<file path="src/rcs_pkg.sv">
// Purpose: shared constants for reset cause and clock start-up logic
// Assumes: 100 MHz system clock, 32-bit Avalon-MM register slave
// Notes: clock-select codes are the block's own encoding
package rcs_pkg;
  localparam int CLK_PERIOD_NS = 10;
  localparam int CNT_W = 20;

  // register byte addresses
  localparam logic [3:0] ADDR_STATUS = 4'h0;
  localparam logic [3:0] ADDR_IRQ_STATUS = 4'h4;
  localparam logic [3:0] ADDR_IRQ_MASK = 4'h8;
  localparam logic [3:0] ADDR_OSC = 4'hC;

  // reset_cause_status field positions
  localparam int POR_BIT = 0;
  localparam int BOR_BIT = 1;
  localparam int IDLE_BIT = 2;
  localparam int SLEEP_BIT = 3;
  localparam int WATCHDOG_TIMEOUT_FLAG_BIT = 4;
  localparam int SOFT_WATCHDOG_ENABLE_BIT = 5;
  localparam int SWR_BIT = 6;
  localparam int PIN_RESET_FLAG_BIT = 7;

  localparam logic [7:0] STATUS_RST = 8'h03;
  localparam logic [7:0] IRQ_MASK_RST = 8'h00;

  // clock source selection codes
  localparam logic [2:0] CLK_FRC = 3'h0;
  localparam logic [2:0] CLK_FRCPLL = 3'h1;
  localparam logic [2:0] CLK_MS = 3'h2;
  localparam logic [2:0] CLK_CRYSTAL_WITH_PLL_MODE = 3'h3;
  localparam logic [2:0] CLK_EC = 3'h4;
  localparam logic [2:0] CLK_ECPLL = 3'h5;
  localparam logic [2:0] CLK_SOSC = 3'h6;
  localparam logic [2:0] CLK_LOW_POWER_INTERNAL_RC = 3'h7;
  localparam logic [2:0] CLK_RST = 3'h0;

  // start-up timing; longest times round down
  localparam int FRC_OSCD_NS = 1100;
  localparam int LOW_POWER_INTERNAL_RC_OSCD_NS = 70000;
  localparam int PLL_LOCK_NS = 1500000;
  localparam int OST_PERIODS = 1024;
  localparam int XTAL_OSCD_CYC = 100;
  localparam int FRC_OSCD_CYC = (FRC_OSCD_NS / CLK_PERIOD_NS < 1) ? 1 : FRC_OSCD_NS / CLK_PERIOD_NS;
  localparam int LOW_POWER_INTERNAL_RC_OSCD_CYC = (LOW_POWER_INTERNAL_RC_OSCD_NS / CLK_PERIOD_NS < 1) ? 1 : LOW_POWER_INTERNAL_RC_OSCD_NS / CLK_PERIOD_NS;
  localparam int PLL_LOCK_CYC = (PLL_LOCK_NS / CLK_PERIOD_NS < 1) ? 1 : PLL_LOCK_NS / CLK_PERIOD_NS;

  function automatic logic uses_pll(input logic [2:0] sel);
    return (sel == CLK_FRCPLL) || (sel == CLK_CRYSTAL_WITH_PLL_MODE) || (sel == CLK_ECPLL);
  endfunction : uses_pll

  function automatic logic uses_ost(input logic [2:0] sel);
    return (sel == CLK_MS) || (sel == CLK_CRYSTAL_WITH_PLL_MODE) || (sel == CLK_SOSC);
  endfunction : uses_ost

  function automatic logic uses_oscd(input logic [2:0] sel);
    return (sel != CLK_EC) && (sel != CLK_ECPLL);
  endfunction : uses_oscd
endpackage : rcs_pkg

</file>
<file path="src/rcs_delay_if.sv">
// Purpose: start and done handshake between sequencer and delay timer
// Assumes: single clock domain
// Notes: start is a one-cycle pulse, done a level
interface rcs_delay_if;
  logic start;
  logic [2:0] clk_sel;
  logic done;
  modport ctrl (output start, output clk_sel, input done);
  modport timer (input start, input clk_sel, output done);
endinterface : rcs_delay_if

</file>
<file path="src/rcs_delay_timer.sv">
// Purpose: oscillator start-up, start-up timer and pll lock delay chain
// Assumes: osc_tick is one pulse per oscillator period, synchronous
// Notes: a new start restarts the chain from any phase
module rcs_delay_timer #(
  parameter int XTAL_OSCD_CYC = rcs_pkg::XTAL_OSCD_CYC,
  parameter int LOW_POWER_INTERNAL_RC_OSCD_CYC = rcs_pkg::LOW_POWER_INTERNAL_RC_OSCD_CYC,
  parameter int PLL_LOCK_CYC = rcs_pkg::PLL_LOCK_CYC
) (
  input wire logic clk_sys,
  input wire logic sys_rst,
  input wire logic osc_tick,
  rcs_delay_if.timer bus
);
  localparam int CW = rcs_pkg::CNT_W;
  typedef enum logic [4:0] {
    TM_IDLE = 5'b00001,
    TM_OSCD = 5'b00010,
    TM_OST = 5'b00100,
    TM_LOCK = 5'b01000,
    TM_DONE = 5'b10000
  } rcs_tm_t;

  rcs_tm_t st_reg, st_next;
  logic [CW-1:0] cnt_reg, cnt_next;
  logic [2:0] sel_reg, sel_next;

  function automatic logic [CW-1:0] oscd_cyc(input logic [2:0] sel);
    if (sel == rcs_pkg::CLK_FRC || sel == rcs_pkg::CLK_FRCPLL) return CW'(rcs_pkg::FRC_OSCD_CYC);
    else if (sel == rcs_pkg::CLK_LOW_POWER_INTERNAL_RC) return CW'(LOW_POWER_INTERNAL_RC_OSCD_CYC);
    else return CW'(XTAL_OSCD_CYC);
  endfunction : oscd_cyc

  always_comb begin
    st_next = st_reg;
    cnt_next = cnt_reg;
    sel_next = sel_reg;
    if (bus.start) begin
      sel_next = bus.clk_sel;
      if (rcs_pkg::uses_oscd(bus.clk_sel)) begin
        st_next = TM_OSCD;
        cnt_next = oscd_cyc(bus.clk_sel);
      end else if (rcs_pkg::uses_pll(bus.clk_sel)) begin
        st_next = TM_LOCK;
        cnt_next = CW'(PLL_LOCK_CYC);
      end else begin
        st_next = TM_DONE;
      end
    end else begin
      case (st_reg)
        TM_OSCD: begin
          if (cnt_reg <= CW'(1)) begin
            if (rcs_pkg::uses_ost(sel_reg)) begin
              st_next = TM_OST;
              cnt_next = CW'(rcs_pkg::OST_PERIODS);
            end else if (rcs_pkg::uses_pll(sel_reg)) begin
              st_next = TM_LOCK;
              cnt_next = CW'(PLL_LOCK_CYC);
            end else begin
              st_next = TM_DONE;
            end
          end else begin
            cnt_next = cnt_reg - CW'(1);
          end
        end
        TM_OST: begin
          // counts oscillator periods, not system clocks
          if (osc_tick) begin
            if (cnt_reg <= CW'(1)) begin
              if (rcs_pkg::uses_pll(sel_reg)) begin
                st_next = TM_LOCK;
                cnt_next = CW'(PLL_LOCK_CYC);
              end else begin
                st_next = TM_DONE;
              end
            end else begin
              cnt_next = cnt_reg - CW'(1);
            end
          end
        end
        TM_LOCK: begin
          if (cnt_reg <= CW'(1)) st_next = TM_DONE;
          else cnt_next = cnt_reg - CW'(1);
        end
        default: begin
        end
      endcase
    end
  end

  always_ff @(posedge clk_sys) begin
    if (sys_rst) begin
      st_reg <= TM_IDLE;
      cnt_reg <= '0;
      sel_reg <= rcs_pkg::CLK_RST;
    end else begin
      st_reg <= st_next;
      cnt_reg <= cnt_next;
      sel_reg <= sel_next;
    end
  end

  assign bus.done = (st_reg == TM_DONE);
endmodule : rcs_delay_timer

</file>
<file path="src/rcs_reset_seq.sv">
// Purpose: reset cause flags, cold and warm reset clock choice, reset release
// Assumes: reset source inputs synchronous to clk_sys; Avalon-MM slave
// Notes: one wait state on every access; readdata stands until next read
// Function
// - reset instruction sets status bit six
// - master clear pin low sets bit seven
// - watchdog time-out reset sets bit four
// - brown-out sets bit one, as does power-on
// - power-on reset sets bit zero
// - software sets/clears flags without causing reset
// - bit five or fuse enables watchdog
// - power-on/brown-out cold, all others warm
// - cold reset loads clock from config field
// - warm reset keeps current clock source
// - hold reset until supplies ready; cold start waits for clock ready unless a warm source or supply loss cuts it short
// - start-up timer lasts 1024 oscillator periods
// - start-up delay 1.1 us / 70 us
// - pll enabled adds 1.5 ms lock
// - delays add up; external clock adds none
module rcs_reset_seq #(
  parameter int XTAL_OSCD_CYC = rcs_pkg::XTAL_OSCD_CYC,
  parameter int LOW_POWER_INTERNAL_RC_OSCD_CYC = rcs_pkg::LOW_POWER_INTERNAL_RC_OSCD_CYC,
  parameter int PLL_LOCK_CYC = rcs_pkg::PLL_LOCK_CYC
) (
  input wire logic clk_sys,
  input wire logic sys_rst,
  input wire logic [3:0] avs_address,
  input wire logic avs_read,
  input wire logic avs_write,
  input wire logic [31:0] avs_writedata,
  input wire logic [3:0] avs_byteenable,
  output logic [31:0] avs_readdata,
  output logic avs_waitrequest,
  input wire logic por_active,
  input wire logic bor_active,
  input wire logic master_clear_pin_n,
  input wire logic instr_reset_req,
  input wire logic wdt_timeout,
  input wire logic wake_from_sleep,
  input wire logic wake_from_idle,
  input wire logic supply_stable,
  input wire logic osc_tick,
  input wire logic watchdog_fuse_enable,
  input wire logic [2:0] initial_clock_select,
  output logic system_reset_signal,
  output logic watchdog_enable,
  output logic [2:0] current_clock_select,
  output logic clock_ready,
  output logic irq
);
  typedef enum logic [2:0] {
    SEQ_HOLD = 3'b001,
    SEQ_CLK = 3'b010,
    SEQ_RUN = 3'b100
  } rcs_seq_t;

  rcs_seq_t seq_reg, seq_next;
  logic cold_reg, cold_next;
  logic [2:0] clk_sel_reg, clk_sel_next;
  logic [7:0] status_reg, status_next;
  logic [7:0] irq_stat_reg, irq_stat_next;
  logic [7:0] irq_mask_reg, irq_mask_next;
  logic ack_reg, ack_next;
  logic [31:0] rdata_reg, rdata_next;
  logic req;
  logic commit;
  logic cold_src;
  logic any_src;
  logic start_pulse;
  logic [7:0] ev;
  logic [7:0] wd8;

  rcs_delay_if dly ();

  rcs_delay_timer #(
    .XTAL_OSCD_CYC(XTAL_OSCD_CYC),
    .LOW_POWER_INTERNAL_RC_OSCD_CYC(LOW_POWER_INTERNAL_RC_OSCD_CYC),
    .PLL_LOCK_CYC(PLL_LOCK_CYC)
  ) u_timer (
    .clk_sys(clk_sys),
    .sys_rst(sys_rst),
    .osc_tick(osc_tick),
    .bus(dly)
  );

  // lane 0 carries the whole implemented flag byte
  function automatic logic [7:0] lane_merge(input logic [7:0] old, input logic [31:0] d, input logic [3:0] be);
    return be[0] ? d[7:0] : old;
  endfunction : lane_merge

  assign req = avs_read | avs_write;
  assign avs_waitrequest = req & ~ack_reg;
  assign commit = avs_write & ack_reg;
  assign wd8 = avs_writedata[7:0];
  assign cold_src = por_active | bor_active;
  assign any_src = cold_src | ~master_clear_pin_n | instr_reset_req | wdt_timeout;

  always_comb begin
    ev = 8'h00;
    ev[rcs_pkg::POR_BIT] = por_active;
    ev[rcs_pkg::BOR_BIT] = bor_active;
    ev[rcs_pkg::IDLE_BIT] = wake_from_idle;
    ev[rcs_pkg::SLEEP_BIT] = wake_from_sleep;
    ev[rcs_pkg::WATCHDOG_TIMEOUT_FLAG_BIT] = wdt_timeout;
    ev[rcs_pkg::SWR_BIT] = instr_reset_req;
    ev[rcs_pkg::PIN_RESET_FLAG_BIT] = ~master_clear_pin_n;
  end

  // register bus: one wait state, data captured on the first edge
  always_comb begin
    ack_next = req & ~ack_reg;
    rdata_next = rdata_reg;
    if (avs_read & ~ack_reg) begin
      if (avs_address == rcs_pkg::ADDR_STATUS) begin
        rdata_next = {24'h000000, status_reg};
      end else if (avs_address == rcs_pkg::ADDR_IRQ_STATUS) begin
        rdata_next = {24'h000000, irq_stat_reg};
      end else if (avs_address == rcs_pkg::ADDR_IRQ_MASK) begin
        rdata_next = {24'h000000, irq_mask_reg};
      end else if (avs_address == rcs_pkg::ADDR_OSC) begin
        rdata_next = {24'h000000, 3'h0, cold_reg, clock_ready, clk_sel_reg};
      end else begin
        rdata_next = 32'h00000000;
      end
    end
  end

  // flags: hardware set wins over software clear in the same cycle
  always_comb begin
    status_next = status_reg;
    irq_stat_next = irq_stat_reg;
    irq_mask_next = irq_mask_reg;
    if (commit && avs_address == rcs_pkg::ADDR_STATUS) begin
      status_next = lane_merge(status_reg, avs_writedata, avs_byteenable);
    end
    if (por_active) begin
      status_next = rcs_pkg::STATUS_RST;
    end
    status_next = status_next | ev;
    if (commit && avs_address == rcs_pkg::ADDR_IRQ_STATUS) begin
      irq_stat_next = irq_stat_reg & ~lane_merge(8'h00, avs_writedata, avs_byteenable);
    end
    irq_stat_next = irq_stat_next | ev;
    if (commit && avs_address == rcs_pkg::ADDR_IRQ_MASK) begin
      irq_mask_next = lane_merge(irq_mask_reg, avs_writedata, avs_byteenable);
    end
  end

  // release sequence; a software write never reaches any_src
  always_comb begin
    seq_next = seq_reg;
    cold_next = cold_reg | cold_src;
    clk_sel_next = clk_sel_reg;
    start_pulse = 1'b0;
    if (cold_src) begin
      clk_sel_next = initial_clock_select;
    end
    case (seq_reg)
      SEQ_HOLD: begin
        if (!any_src && supply_stable) begin
          if (cold_reg) begin
            seq_next = SEQ_CLK;
            start_pulse = 1'b1;
            cold_next = 1'b0;
            clk_sel_next = initial_clock_select;
          end else begin
            seq_next = SEQ_RUN;
          end
        end
      end
      SEQ_CLK: begin
        if (any_src || !supply_stable) seq_next = SEQ_HOLD;
        else if (dly.done) seq_next = SEQ_RUN;
      end
      SEQ_RUN: begin
        if (any_src || !supply_stable) seq_next = SEQ_HOLD;
      end
      default: seq_next = SEQ_HOLD;
    endcase
  end

  assign dly.start = start_pulse;
  assign dly.clk_sel = clk_sel_next;

  always_ff @(posedge clk_sys) begin
    if (sys_rst) begin
      seq_reg <= SEQ_HOLD;
      cold_reg <= 1'b1;
      clk_sel_reg <= rcs_pkg::CLK_RST;
      status_reg <= rcs_pkg::STATUS_RST;
      irq_stat_reg <= 8'h00;
      irq_mask_reg <= rcs_pkg::IRQ_MASK_RST;
      ack_reg <= 1'b0;
      rdata_reg <= 32'h00000000;
    end else begin
      seq_reg <= seq_next;
      cold_reg <= cold_next;
      clk_sel_reg <= clk_sel_next;
      status_reg <= status_next;
      irq_stat_reg <= irq_stat_next;
      irq_mask_reg <= irq_mask_next;
      ack_reg <= ack_next;
      rdata_reg <= rdata_next;
    end
  end

  assign avs_readdata = rdata_reg;
  assign system_reset_signal = (seq_reg != SEQ_RUN);
  assign clock_ready = dly.done;
  assign current_clock_select = clk_sel_reg;
  // fuse forces the watchdog on; software can only add to it
  assign watchdog_enable = watchdog_fuse_enable | status_reg[rcs_pkg::SOFT_WATCHDOG_ENABLE_BIT];
  assign irq = |(irq_stat_reg & irq_mask_reg);
endmodule : rcs_reset_seq
</file>
<file path="config.mk">
export PLATFORM = sky130hd
export DESIGN_NAME = rcs_reset_seq
export DESIGN_NICKNAME = d
export VERILOG_FILES = /design/src/rcs_pkg.sv /design/src/rcs_delay_if.sv /design/src/rcs_delay_timer.sv /design/src/rcs_reset_seq.sv
export SDC_FILE = /design/constraint.sdc
export NUM_CORES = 1
export LEC_CHECK = 0
export ABC_AREA = 1
export BUFFER_PORTS_ARGS = -buffer_cell sky130_fd_sc_hd__buf_2
export CAP_MARGIN = 20
export CORE_MARGIN = 2
export CORE_UTILIZATION = 40
export DETAILED_ROUTE_END_ITERATION = 16
export GPL_ROUTABILITY_DRIVEN = 0
export REMOVE_ABC_BUFFERS = 1
export SETUP_SLACK_MARGIN = 0.1
export SLEW_MARGIN = 15
export SYNTH_ARGS = -nofsm -noshare
export SYNTH_HDL_FRONTEND = slang
export SYNTH_SLANG_ARGS = --single-unit
</file>
<file path="constraint.sdc">
create_clock -name clk_sys -period 2.6 [get_ports clk_sys]
set_input_delay 0.52 -clock clk_sys [delete_from_list [all_inputs] [get_ports clk_sys]]
set_output_delay 0.52 -clock clk_sys [all_outputs]
set_load 0.1 [all_outputs]
</file>
=== Yosys cells after proc, flatten, opt, wreduce, memory -nomap -nowiden ===
Cells that the tools add are included.

* Register bits after elaboration: 92
* Logic and storage cells: 131

* $add $sub $neg: 1
* Equality and inequality tests: 31
* $lt $le $gt $ge: 1
* Mux-type cells: 47
* Reductions and logical operators: 23
* Bitwise operators: 17

{| class="wikitable"
|+ Operators by type and width
! cell !! count
|-
| two-way mux 20 bit || 10
|-
| two-way mux 8 bit || 8
|-
| one-hot mux 20 bit (3 select lines) || 1
|-
| two-way mux 5 bit || 10
|-
| two-way mux 3 bit || 9
|-
| less-or-equal comparator 20 x 1 -> 1 bit, second input constant || 1
|-
| subtractor 20 x 1 -> 20 bit, second input constant || 1
|-
| != test 3 bit, second input constant || 6
|-
| AND 8 bit || 2
|-
| bitwise OR 8 bit || 2
|-
| == test 3 bit, second input constant || 5
|-
| one-hot mux 5 bit (3 select lines) || 1
|-
| two-way mux 13 bit || 1
|-
| == test 3 x 2 -> 1 bit, second input constant || 4
|-
| == test 3 x 1 -> 1 bit, second input constant || 3
|-
| != test 3 x 2 -> 1 bit, second input constant || 3
|-
| one-hot mux 3 bit (3 select lines) || 1
|-
| == test 4 bit, second input constant || 2
|-
| logical OR 1 bit || 8
|-
| NOT 8 bit || 1
|-
| OR reduction 8 bit || 1
|-
| bitwise OR 1 bit || 7
|-
| two-way mux 1 bit || 6
|-
| == test 5 x 2 -> 1 bit, second input constant || 1
|-
| 17 further kinds || 26
|}

=== Logic depth before layout (Yosys ltp) ===
Gate-level depths: netlist (run 1).

* Depth after elaboration: 14
* Depth in mapped cells: 12
* Depth with buffers taken out: 12

=== By module ===
A second synthesis (run 1) with hierarchy kept.

* Cell total of the unflattened synthesis: 690
* Area, all modules: 4409.2 µm²

{| class="wikitable"
|+ Modules (own cells, without submodules)
! module !! times used !! cells each !! area each (µm²)
|-
| rcs_reset_seq || 1 || 321 || 2245.9
|-
| rcs_delay_timer || 1 || 369 || 2163.3
|}

=== Least setup slack after synthesis (run 1) ===
OpenSTA, ideal clock, no wires.

* Kind: register to output
* From: register irq_mask_reg[1]
* To: output irq
* Cell stages (with the launch flop): 3
* Data arrival time: 1.881 ns
* Required time: 2.080 ns
* Path buffers: 0
* Setup slack: 0.199 ns
* Cells stage by stage: dfxtp_1 -> inv_1 -> o2111ai_1

* Longest elaborated chain between the ends: 2

{| class="wikitable"
|+ RTL lines
! element !! line !! text
|-
| from (decl) || rcs_reset_seq.sv:62 || <nowiki>logic [7:0] irq_mask_reg, irq_mask_next;</nowiki>
|-
| from (signal assigned) || rcs_reset_seq.sv:192 || <nowiki>irq_mask_reg <= rcs_pkg::IRQ_MASK_RST;</nowiki>
|-
| from (signal assigned) || rcs_reset_seq.sv:201 || <nowiki>irq_mask_reg <= irq_mask_next;</nowiki>
|-
| AND 8 bit || rcs_reset_seq.sv:213 || <nowiki>assign irq = |(irq_stat_reg & irq_mask_reg);</nowiki>
|-
| OR reduction 8 bit || rcs_reset_seq.sv:213 ||
|-
| to (decl) || rcs_reset_seq.sv:49 || <nowiki>output logic irq</nowiki>
|}

Every way passes these cells.

=== Worst setup path after layout (run 1) ===
* From: register u_timer.cnt_reg[0]
* To: register u_timer.cnt_reg[8]

* Longest elaborated chain between the ends: 5
* Elaborated cells between the ends (all ways): 10
* Classes of those cells: add/sub (1); order compare (1); eq/ne (1); mux (6); reduce/logical (1)

{| class="wikitable"
|+ RTL lines
! element !! line !! text
|-
| from (decl) || rcs_delay_timer.sv:24 || <nowiki>logic [CW-1:0] cnt_reg, cnt_next;</nowiki>
|-
| from (signal assigned) || rcs_delay_timer.sv:97 || <nowiki>cnt_reg <= cnt_next;</nowiki>
|-
| subtractor 20 x 1 -> 20 bit or less-or-equal comparator 20 x 1 -> 1 bit (tied branches) || - ||
|-
| two-way mux 20 bit || rcs_delay_timer.sv:68 || <nowiki>if (cnt_reg <= CW'(1)) begin</nowiki>
|-
| two-way mux 20 bit || rcs_delay_timer.sv:67 || <nowiki>if (osc_tick) begin</nowiki>
|-
| one-hot mux 20 bit (3 select lines) || rcs_delay_timer.sv:49 || <nowiki>case (st_reg)</nowiki>
|-
| two-way mux 20 bit || rcs_delay_timer.sv:37 || <nowiki>if (bus.start) begin</nowiki>
|}

Several ways; a longest one is shown, not always the timed one. The select of a mux whose other input is x is not followed.
A chain may end at the register's enable or synchronous reset.

==> results of run 1 <==
[critical path: cells and delay by family, from the launching register on]
family | cells | cell delay, ns
simple gates | 6 | 0.80
buf+inv | 2 | 0.40
flops | 1 | 0.36
compound gates | 3 | 0.29
fa+ha+maj | 1 | 0.26
[metrics by stage]
step                      area, um2  total power, mW
after floorplan                3810             1.74
after global placement         4290             1.89
after detailed placement       4290             1.90
after CTS                      4500             2.82
after global routing           4500             2.94
final                          4500             2.81
[power breakdown]
part	internal [mW]	leakage (nW)	switching, mW
Combinational	0.170	1.46	0.581
Clock	0.458	0.0984	0.475
Sequential	1.09	0.556	0.0349
Total	1.72	2.11	1.09
[cell type report]
class                      count  area, um2  area share
multi-input combinational    439       2180       0.484
sequential                    68       1360       0.303
clock buffer                   9        124      0.0275
inverter                      72        270      0.0601
timing repair buffer          57        315      0.0701
clock inverter                 7       82.6      0.0184
tap                          133        166      0.0370
[kinds of logic after synthesis]
kind of cell,share of synthesized area
fa+ha+maj,0.00630
xor+xnor,0.0243
other cells,0.000945
simple gates,0.301
compound gates,0.194
flops,0.343
buf+inv,0.131
[cells in the mapped netlist (2+ instances only)]
master	number
o22ai_1	5
xor2_1	8
o221ai_1	2
o21ai_1	4
nor3_1	5
clkbuf_1	11
a31oi_1	9
ha_1	2
xnor2_1	3
a21oi_1	42
nand2_1	124
o211ai_1	8
nand4_1	14
a41oi_1	3
nor2_2	7
nor2_4	4
a211oi_1	2
nand2_4	3
a21boi_0	2
inv_1	69
o21ai_0	55
nand3_2	2
nand3_1	26
inv_2	2
nor3_2	2
nor2_1	73
dfxtp_1	68
buf_6	2
buf_4	24
[metal layers]
layer  track usage  wire (um)  up-vias
met3        0.0296        590       17
li1              -          -     2016
met1         0.290       5320     1800
met2         0.304       4610      119
met5             0          0        -
met4        0.0724        200        0
[final timing paths]
check | startpoint | endpoint | slack, ns | cells past startpoint
hold reg to reg | status_reg[2] | avs_readdata[2] | 0.48 | 2
setup / recovery | u_timer.cnt_reg[0] | u_timer.cnt_reg[8] | 0.36 | 12
hold / removal | wake_from_sleep | status_reg[3] | 0.39 | 3
setup reg to reg | u_timer.cnt_reg[0] | u_timer.cnt_reg[8] | 0.36 | 12
[timing repair]
action | CTS | global route
endpoints found under the hold margin | 0 | 0
resized for setup | 0 | 3
endpoints found under the setup margin | 0 | 15
==> out/results.tsv, run 1 <==
metric	value	unit
cp_slowest_cell	dfxtp_2	
initial_core_util	0.410	
port_buffers	45	
place_inst	769	
synth_seq_cells	68	
final_util	0.465	
worstSetupPathType	reg -> reg	
synth_edf_count	0	
cts_tree	built	
path_common_cell	nand2_1	
pin_count	97	
min_path_type	in -> reg	
yosys_warnings	0	
yosysTopAreaCellShare	0.343	
ys_async_sr_fraction	0	
critPathCaptureType	flip-flop	
via_per_inst	5.03	
final_common_cell	nand2_1	
worstPathArrival	2.46	ns
setup_slack	0.365	ns
largest_reg_flops	20	
num_rows	36	
grt_antenna_before_repair	0	
grt_pass1_wl	17500	um
layout-drive-gt1-share	0.155	
fillerInstances	1002	
core_area	0.00968	mm2
synthToLayoutAreaGrowth	13.3	%
stdcell_count	785	
crit_chain	inv_1 -> ha_1 -> o21ai_1 -> nor2_2 -> nand3_1 -> nor2_1 -> o21ai_2 -> nand2_4 -> buf_4 -> nand2_1 -> nand2_1 -> a21oi_1	
drtAntennaViolNets	0	
synth_cells	594	
max_cap_viol_count	0	
cts_made_buffers	9	
finalCritPeriodShare	0.860	
fin_skew	0.0141	ns
tns	0	ns
finalHoldViolations	0	
drt_pass1_iterations	5	
rsz0062_at_grt	no	
worstPathMaxFanout	13	
final_max_slew_viol_count	0	
hold_slack	0.392	ns
clock_sinks	68	
routedWlPerCell	13.6	um
layout.nets	706	
cts.reportedPaths.clkPinSlew	0.09	ns
clock-root-buffer	clkbuf_8	
die-height	104	um
p_leak	2.11	nW
clockBufferDepth	2	
grt_max_degree	36	
final_cell_mix	nand2_1 (123), nor2_1 (73), inv_1 (69)	
synth_cell_type_count	42	
grt_pass1_vias	3573	
insertedDiodeCount	0	
grt_use_total	0.200	
power.density	625	mW/mm2
crit_required	2.83	ns
synth_area	0.00397	mm2
startpoint_type	flip-flop	
clock.fmax	447	MHz
dp_slack	0.315	ns
vias	3952	
vdd_drop_max	0.407	mV
yosys_most_used_dff	dfxtp_1	
synth_area_leaders	dfxtp_1 (34%), nand2_1 (12%), o21ai_0 (6.9%)	
postCtsSetupRepairBufs	0	
globalRouteOverflowTotal	0	
status	complete, no violations	
setup_viol	0	
first_iter_violations	243	
dp_hpwl	7800	um
period_minus_slack	2.24	ns
slowest_delay	0.36	ns
drc	0	
die_area	0.0107	mm2
htreeDepth	3	
worst_skew_pair.late_latency	0.35	ns
ctsHoldBuffers	0	
avgSynthCellArea	6.68	um2
wl	10700	um
die_width	104	um
yosysSeqAreaShare	0.343	
synth_top_area_cell	dfxtp_1	
Note: power is estimated with default switching activity, not from simulation.
==> run 2: changes to the inputs <==
PLACE_DENSITY = 0.7   (was default)
RECOVER_POWER = 50   (was default)
==> out/results.tsv, run 2 (synthesis gave the netlist of run 1 again) <==
metric	value	unit
status	complete, no violations	
r2r_start	u_timer.cnt_reg[0]	
dp_hpwl	7610	um
grt_use_total	0.196	
vias	4018	
startpoint_type	primary input	
worstSetupPathType	in -> reg	
drc	0	
setup_viol	0	
clock_sinks	68	
cts_made_buffers	9	
min_from	wake_from_sleep	
finalHoldViolations	0	
max_cap_viol_count	0	
tns	0	ns
num_rows	36	
vdd_drop_max	0.312	mV
fin_skew	0.0131	ns
clock-root-buffer	clkbuf_8	
place_inst	770	
first_iter_violations	244	
period_minus_slack	2.23	ns
globalRouteOverflowTotal	0	
layout-drive-gt1-share	0.132	
wl_met2	4780	um
pin_count	97	
cts.reportedPaths.clkPinSlew	0.08	ns
drt_pass1_iterations	4	
rsz0062_at_grt	no	
wl	10500	um
worstPathMaxFanout	35	
insertedDiodeCount	0	
finalCritPeriodShare	0.859	
final_common_cell	nand2_1	
die_area	0.0107	mm2
initial_core_util	0.410	
htreeDepth	3	
die-height	104	um
grt_pass1_vias	3672	
crit_required	2.87	ns
startpoint	sys_rst	
wl_met3	692	um
routedWlPerCell	13.3	um
critPathCaptureType	flip-flop	
ctsHoldBuffers	0	
wl_met1	4690	um
via_per_inst	5.11	
tightest_slew	1.49	ns
final_max_slew_viol_count	0	
clock.fmax	448	MHz
top_layer_used	met4	
grt_antenna_before_repair	0	
worst_skew_pair.late_latency	0.36	ns
stdcell_count	786	
maxSlewHeadroom	0.00978	
final_cell_mix	nand2_1 (124), nor2_1 (73), inv_1 (69)	
power.density	625	mW/mm2
p_leak	2.07	nW
min_path_type	in -> reg	
largest_reg_flops	20	
clockBufferDepth	2	
port_buffers	45	
cts_tree	built	
post_cts_resized	0	
worstPathArrival	2.51	ns
grt_pass1_wl	17200	um
synthToLayoutAreaGrowth	12.9	%
grt_max_degree	36	
core_area	0.00968	mm2
layout.nets	707	
die_width	104	um
postCtsSetupRepairBufs	0	
drtAntennaViolNets	0	
run 2: where the power goes:
part | switching [mW] | internal [mW] | total [mW]
logic | 0.579 | 0.165 | 0.744
registers | 0.0377 | 1.09 | 1.13
clock network | 0.466 | 0.459 | 0.925
total | 1.08 | 1.72 | 2.80
run 2: metal layers:
| layer | vias up | GRT usage |
|---|---|---|
| met5 | - | 0 |
| met4 | 0 | 0.0985 |
| met3 | 27 | 0.0334 |
| met2 | 150 | 0.311 |
| met1 | 1816 | 0.257 |
| li1 | 2025 | - |
run 2: final timing paths:
kind | slack [ns] | cells past startpoint | endpoint
max | 0.37 | 5 | u_timer.sel_reg[1]
min | 0.38 | 3 | status_reg[3]
max reg2reg | 0.38 | 12 | u_timer.cnt_reg[11]
min reg2reg | 0.48 | 2 | status_reg[0]
run 2: final cells by class:
cell class	instances	area (um2)
clock inverter	7	82.6
timing repair buffer	58	300
clock buffer	9	124
tap	133	166
sequential	68	1360
multi-input combinational	439	2180
inverter	72	270
fill	995	5200
run 2: critical path, cell delays in order:
cell,delay (ns)
clkbuf_1,0.28
inv_1,0.12
clkbuf_1,1.08
nand2_1,0.24
o22ai_1,0.25
run 2: stage by stage:
step | power (mW) | instance area, um2 | worst slack (ns) | hold slack (ns) | utilization
5_1_grt | 2.93 | 4480 | 0.173 | 0.379 | 0.463
3_5_place_dp | 1.89 | 4300 | 0.391 | 0.458 | 0.444
6_report | 2.80 | 4480 | 0.367 | 0.376 | 0.463
3_3_place_gp | 1.88 | 4300 | 0.381 | 0.456 | 0.444
2_1_floorplan | 1.74 | 3810 | 0.199 | 0.442 | -
4_1_cts | 2.82 | 4500 | 0.427 | 0.366 | 0.465
